$ cat src/adc_port_params.svh
// constants for the converter serial result port
`ifndef ADC_PORT_PARAMS_SVH
`define ADC_PORT_PARAMS_SVH
`define CLK_FREQ_MHZ 250
`define CONV_TIME_US 16600
`define CONV_CYCLES (`CONV_TIME_US * `CLK_FREQ_MHZ)
`define RESULT_BITS 16
`define BIT_CNT_W 5
`define FIFO_DEPTH 4
`define FIFO_AW 2
`define MID_SCALE 16'h8000
`endif

$ cat src/adc_port_pkg.sv
// types for the converter serial result port
package adc_port_pkg;
  typedef enum logic [1:0] {
    st_convert,
    st_sleep,
    st_output
  } cycle_state_e;
  typedef struct packed {
    logic cs_n;
    logic sck;
  } link_in_s;
  typedef struct packed {
    logic data_o;
    logic data_oe;
  } link_out_s;
endpackage

$ cat src/adc_serial_result_port.sv
// convert, sleep and serial data output cycle of the converter
`include "adc_port_params.svh"
`timescale 1ns/1ps
`default_nettype none
module adc_serial_result_port
  import adc_port_pkg::*;
#(
  parameter int CONV_CYCLES = `CONV_CYCLES
) (
  input wire logic clk,
  input wire logic resetn,
  input wire logic cs_n,
  input wire logic sck,
  input wire logic [`RESULT_BITS-1:0] sample_data,
  input wire logic sample_valid,
  output logic sample_ready,
  output logic data_o,
  output logic data_oe,
  output logic converting
);
  link_in_s sync1_reg;
  link_in_s sync2_reg;
  link_in_s prev_reg;
  link_out_s pin_reg;
  cycle_state_e state_reg;
  logic [31:0] conv_cnt_reg;
  logic [`RESULT_BITS-1:0] result_reg;
  logic [`RESULT_BITS-1:0] shift_reg;
  logic [`BIT_CNT_W-1:0] bit_cnt_reg;
  logic sck_fall;
  logic cs_rise;
  logic conv_done;
  logic last_fall;
  logic [`RESULT_BITS-1:0] fifo_data;
  logic fifo_valid;
  logic fifo_take;

  // synchronise the pins
  always_ff @(posedge clk) begin
    if (!resetn) begin
      sync1_reg <= '{cs_n: 1'b1, sck: 1'b1};
      sync2_reg <= '{cs_n: 1'b1, sck: 1'b1};
      prev_reg <= '{cs_n: 1'b1, sck: 1'b1};
    end else begin
      sync1_reg <= '{cs_n: cs_n, sck: sck};
      sync2_reg <= sync1_reg;
      prev_reg <= sync2_reg;
    end
  end

  assign sck_fall = prev_reg.sck && !sync2_reg.sck;
  assign cs_rise = !prev_reg.cs_n && sync2_reg.cs_n;
  assign conv_done = (conv_cnt_reg == 32'(CONV_CYCLES - 1));
  // sixteenth falling edge closes the output phase
  assign last_fall = sck_fall &&
    (bit_cnt_reg == `BIT_CNT_W'(`RESULT_BITS - 1));
  // sample taken at end of conversion; missing sample gives mid-scale
  assign fifo_take = (state_reg == st_convert) && conv_done;

  result_fifo #(
    .WIDTH(`RESULT_BITS),
    .DEPTH(`FIFO_DEPTH),
    .AW(`FIFO_AW)
  ) u_fifo (
    .clk(clk),
    .resetn(resetn),
    .in_data(sample_data),
    .in_valid(sample_valid),
    .in_ready(sample_ready),
    .out_data(fifo_data),
    .out_valid(fifo_valid),
    .out_ready(fifo_take)
  );

  // conversion timer, runs only in convert
  always_ff @(posedge clk) begin
    if (!resetn) begin
      conv_cnt_reg <= '0;
    end else if (state_reg == st_convert && !conv_done) begin
      conv_cnt_reg <= conv_cnt_reg + 32'h1;
    end else begin
      conv_cnt_reg <= '0;
    end
  end

  // cycle state
  always_ff @(posedge clk) begin
    if (!resetn) begin
      state_reg <= st_convert;
    end else begin
      case (state_reg)
        st_convert: begin
          if (conv_done) begin
            state_reg <= st_sleep;
          end
        end
        st_sleep: begin
          if (!sync2_reg.cs_n && !sync2_reg.sck) begin
            state_reg <= st_output;
          end
        end
        st_output: begin
          if (cs_rise) begin
            state_reg <= st_convert;
          end else if (last_fall) begin
            state_reg <= st_convert;
          end
        end
        default: begin
          state_reg <= st_convert;
        end
      endcase
    end
  end

  // held result
  always_ff @(posedge clk) begin
    if (!resetn) begin
      result_reg <= `MID_SCALE;
    end else if (fifo_take) begin
      result_reg <= fifo_valid ? fifo_data : `MID_SCALE;
    end
  end

  // shifter, msb first
  always_ff @(posedge clk) begin
    if (!resetn) begin
      shift_reg <= '0;
    end else if (state_reg == st_sleep) begin
      shift_reg <= result_reg;
    end else if (state_reg == st_output && sck_fall) begin
      shift_reg <= {shift_reg[`RESULT_BITS-2:0], 1'b0};
    end
  end

  // falling edges counted in output
  always_ff @(posedge clk) begin
    if (!resetn) begin
      bit_cnt_reg <= '0;
    end else if (state_reg == st_sleep) begin
      bit_cnt_reg <= '0;
    end else if (state_reg == st_output && sck_fall) begin
      bit_cnt_reg <= bit_cnt_reg + 1'b1;
    end
  end

  // output enable; select is sampled so the 100 ns enable limit holds
  always_ff @(posedge clk) begin
    if (!resetn) begin
      pin_reg.data_oe <= 1'b0;
    end else begin
      pin_reg.data_oe <= !sync2_reg.cs_n;
    end
  end

  // data pin level
  always_ff @(posedge clk) begin
    if (!resetn) begin
      pin_reg.data_o <= 1'b0;
    end else begin
      case (state_reg)
        st_convert: begin
          pin_reg.data_o <= 1'b1;
        end
        st_sleep: begin
          pin_reg.data_o <= 1'b0;
        end
        st_output: begin
          pin_reg.data_o <= shift_reg[`RESULT_BITS-1];
        end
        default: begin
          pin_reg.data_o <= 1'b0;
        end
      endcase
    end
  end

  assign data_o = pin_reg.data_o;
  assign data_oe = pin_reg.data_oe;
  assign converting = (state_reg == st_convert);
endmodule
`default_nettype wire

$ cat src/result_fifo.sv
// small valid/ready fifo for conversion results
`timescale 1ns/1ps
`default_nettype none
module result_fifo #(
  parameter int WIDTH = 16,
  parameter int DEPTH = 4,
  parameter int AW = 2
) (
  input wire logic clk,
  input wire logic resetn,
  input wire logic [WIDTH-1:0] in_data,
  input wire logic in_valid,
  output logic in_ready,
  output logic [WIDTH-1:0] out_data,
  output logic out_valid,
  input wire logic out_ready
);
  logic [WIDTH-1:0] mem_reg [DEPTH];
  logic [AW-1:0] wr_ptr_reg;
  logic [AW-1:0] rd_ptr_reg;
  logic [AW:0] count_reg;
  logic do_wr;
  logic do_rd;

  assign in_ready = (count_reg != (AW+1)'(DEPTH));
  assign out_valid = (count_reg != '0);
  assign do_wr = in_valid && in_ready;
  assign do_rd = out_valid && out_ready;
  assign out_data = mem_reg[rd_ptr_reg];

  always_ff @(posedge clk) begin
    if (do_wr) begin
      mem_reg[wr_ptr_reg] <= in_data;
    end
  end

  always_ff @(posedge clk) begin
    if (!resetn) begin
      wr_ptr_reg <= '0;
      rd_ptr_reg <= '0;
      count_reg <= '0;
    end else begin
      if (do_wr) begin
        wr_ptr_reg <= wr_ptr_reg + 1'b1;
      end
      if (do_rd) begin
        rd_ptr_reg <= rd_ptr_reg + 1'b1;
      end
      if (do_wr && !do_rd) begin
        count_reg <= count_reg + 1'b1;
      end else if (do_rd && !do_wr) begin
        count_reg <= count_reg - 1'b1;
      end
    end
  end
endmodule
`default_nettype wire

$ cat config.mk
export PLATFORM = sky130hd
export DESIGN_NAME = adc_serial_result_port
export DESIGN_NICKNAME = d
export VERILOG_FILES = /design/src/adc_port_pkg.sv /design/src/adc_serial_result_port.sv /design/src/result_fifo.sv
export VERILOG_INCLUDE_DIRS = /design/src
export SDC_FILE = /design/constraint.sdc
export NUM_CORES = 1
export LEC_CHECK = 0
export ABC_AREA = 0
export BUFFER_PORTS_ARGS = -buffer_cell sky130_fd_sc_hd__buf_2
export CAP_MARGIN = 10
export CORE_MARGIN = 2
export CORE_UTILIZATION = 61
export DETAILED_ROUTE_END_ITERATION = 8
export PLACE_DENSITY = 0.79
export SKIP_CTS_REPAIR_TIMING = 1
export SLEW_MARGIN = 20
export SYNTH_ARGS = -nofsm -noshare
export SYNTH_HDL_FRONTEND = slang
export SYNTH_SLANG_ARGS = --single-unit
$ cat constraint.sdc
create_clock -name clk -period 4.1 [get_ports clk]
set_input_delay 0.41 -clock clk [delete_from_list [all_inputs] [get_ports clk]]
set_output_delay 0.41 -clock clk [all_outputs]
set_load 0.02 [all_outputs]
==> results <==
- Of the post-synthesis cell area, the dominant cell type holds 31.48%.
- Detailed placement finished with a half-perimeter wire length of 6766 um.
- The clock period could shrink to 2819 ps.
- The routed design has 10990 um of wire.
- The number of max-slew violations in the final report is 0.
- After synthesis, the netlist uses 48 different library cells.
- The clock root buffer is clkbuf_8.
- The kind of launch point of the worst setup path is a register.
- The synthesized instance count is 494.
- The floorplan step defined a die boundary enclosing 10830 um^2.
- Once the floorplan was initialized, standard cells occupied 62.76% of the core.
- The detail route stage leaves a number of antenna-violating nets equal to 0.
- Port buffering added 24 buffers.
- The delay of the slowest critical-path stage is 400 ps.
- Yosys mapped a number of flops with a built-in enable equal to 64.
- The final count of negative-setup-slack endpoints is 0.
- The final antenna diode count is 0.
- The initial antenna violation count is 0.
- Clock-pin slew was measured on the worst setup and hold paths at 70 ps.
- The setup clock skew after layout is 9.062 ps.
- For this run, asynchronously set or reset flops after synthesis account for 0%.
- The class of the tightest hold or removal check is in -> reg.
- After synthesis, the most frequently instantiated cells are 88 x dfxtp_1, 65 x nor2_1, 64 x edfxtp_1.
- Cells with a size suffix above 1 make up 16.86% of the layout.
- The library cell occupying the most area in the post-synthesis netlist is edfxtp_1.
- The flow ran to the end, and the final reports show no timing, DRC or antenna violations.
- The type of destination of the critical path is a register.
- The number of nets at the end of the flow is 545.
- The overflow left after global routing is 0.
- The number of clock buffers added by TritonCTS is 17.
- The most common cell in the synthesized netlist is dfxtp_1.
- The slowest stage of the critical path belongs to the cell dfxtp_1.
- The share of the Yosys chip area taken by registers is 60.33%.
- The vias after detailed routing is 3758.
- For the worst setup path, the data arrival time is 3270 ps.
- In this run the worst path has a maximum fanout of 5.
- The dominant register cell in the synthesized netlist is dfxtp_1.
- The clock sink count is 152.
- The share of the clock period used by the worst path is 68.75%.
- The worst-case IR drop observed on VDD is 0.3393 mV.
- Derived from the worst setup path, the maximum achievable clock frequency is 354.8 MHz.
- Across every metal layer, demand over resource in global routing totals 21.71%.
- In this run the cell area of the synthesized design comes to 6106 um^2.
- The worst path meets setup with 1281 ps of slack.
- The CTS tree is done.
- The number of nets in the synthesized netlist is 524.
- Data on the critical path is required at its endpoint by 4560 ps.
- The H-tree depth reported by CTS is 4.
- Using the TritonRoute via totals, the vias-per-cell ratio works out to 5.685.
- The average instance area after synthesis is 12.36 um^2.
- Counting along the longest clock path gives a buffer depth of 2.
- Sorting the synthesized cells by area gives the leading types as edfxtp_1 31%, dfxtp_1 29%, mux4_2 5.9%, nor2_1 4.0%, xor2_1 3.2%.
- The total DRC errors in the routed layout is 0.
- The signal on the critical path passes through ha_1 -> and3_1 -> nand4_1 -> nor4_2 -> inv_1 -> ha_1 -> inv_1 -> fa_1 -> xor2_1 -> or3_1 -> a21oi_1.
- The worst-skew pair later-pin latency is 530 ps.
- Summed over all cells, the static leakage comes to 0.002519 uW.
- The buffer and inverter count on the worst path is 2.
- The critical setup path kind is reg -> reg.
- From left edge to right edge, the die measures 104.0 um.
- The number of failing hold endpoints at the final stage is 0.
- For this run, the detailed router's first-pass iteration total came to 5.
- For this block, the initial DRC count from the detailed router was 219.
- The total power per unit cell area is 499.8 nW/um^2.
- The boundary pin count is 25.
- The area growth from synthesis to layout is 12.75%.
- The floorplan row count is 36.
- The number of fill cells in the layout is 677.
- The core area is 9729 um^2.
- Setup repair after global routing left no endpoint under its margin.
- The worst setup timing slack at the placement stage is 1477 ps.
- For the final routed database, the setup TNS stands at 0 ps.
- The die is 104.0 um tall.
- Counting flops and latches in the post-synthesis netlist gives 152.
- The Yosys step of the flow raised 0 warnings.
- The register with the most flip-flops in the layout has 64 of them.
- The count of max-cap constraint violations is 0.
- The first-pass GRT wire length is 18360 um.
- Headroom to the max-slew limit came out at 32.09%.
- Among cell families on the critical path, the largest total delay comes from simple AND/OR/NAND/NOR gates.
- After detailed routing, the average wire length per cell comes to 16.63 um.
- The number of global-route vias before repair is 3692.
- At the pin with the least slew margin, the transition time is 1019 ps.
- The weighted congestion reported at the end of routability-driven placement is 0.8045.
- Entering global routing, the biggest net connects 35 pins.
==> power breakdown <==
| part | total [uW] | internal [uW] | leakage, uW | switching [uW] |
|---|---|---|---|---|
| clock | 1590 | 945 | 0.000287 | 642 |
| combinational | 176 | 64.9 | 0.000933 | 111 |
| sequential | 1680 | 1650 | 0.00130 | 29.2 |
| total | 3440 | 2660 | 0.00252 | 782 |
==> path summary, 6_finish.rpt <==
path | from | end | cells past startpoint | slack (ps)
max | conv_cnt_reg[0]$_SDFF_PN0_ | u_fifo.count_reg[2]$_SDFFE_PN0P_ | 11 | 1280
max reg2reg | conv_cnt_reg[0]$_SDFF_PN0_ | u_fifo.count_reg[2]$_SDFFE_PN0P_ | 11 | 1280
min | sck | sync1_reg[0]$_SDFF_PN1_ | 2 | 70
min reg2reg | sync1_reg[0]$_SDFF_PN1_ | sync2_reg[0]$_SDFF_PN1_ | 1 | 420
==> metrics by stage <==
stage          instance area (um^2)  util [%]  std cells  hold slack, ps  total power (uW)
3_3_place_gp                   6266     64.40        628           395.2              1865
6_report                       6884     70.76        661           66.92              3440
3_5_place_dp                   6266     64.40        628           398.8              1881
5_1_grt                        6884     70.76        661           50.09              3553
4_1_cts                        6869     70.60        660           57.29              3463
2_1_floorplan                  6106         -        494           386.3              1820
==> per-layer routing <==
layer	vias to the layer above	share of wire (%)	track usage [%]
met2	103	49	34.77
met5	-	0	0
met3	13	4.7	5.702
met4	0	1.2	7.432
li1	1810	-	-
met1	1832	45	28.97
==> kinds of logic after synthesis <==
kind of cell    count (synthesis)  synth area share [%]
fa+ha+maj                       9                 1.967
xor+xnor                       34                 4.877
mux                            35                 9.016
compound gates                 46                 5.123
buf+inv                        49                 3.770
flops                         152                 60.33
simple gates                  169                 14.92
==> area by class of cell <==
class                           instances  area (um^2)  share of cell area [%]
Timing Repair Buffer                   25        131.4                   1.908
Clock buffer                           18        417.9                   6.071
Multi-Input combinational cell        293         2201                   31.97
Inverter                               26        97.59                   1.418
Sequential cell                       152         3685                   53.53
Tap cell                              133        166.4                   2.417
Clock inverter                         14        185.2                   2.690
==> placed cells by master (no fill, tap or decap), types with 3 or more instances in the layout <==
cell type and instances:
edfxtp_1 64, dfxtp_1 87, or3_1 5, o21ai_0 4
and4_1 4, buf_2 24, nand2b_1 7, xor2_1 22
nand3_1 9, inv_1 25, nor4_1 3, a211oi_1 17
nor3_1 3, nand4_1 11, o22ai_1 15, mux2i_1 19
inv_6 5, a21oi_1 5, and3_1 13, nor2_1 65
mux4_2 16, xnor2_1 12, clkbuf_16 16, ha_1 8
bufinv_16 3, nand2_1 29
(Power assumes the default switching activity.)
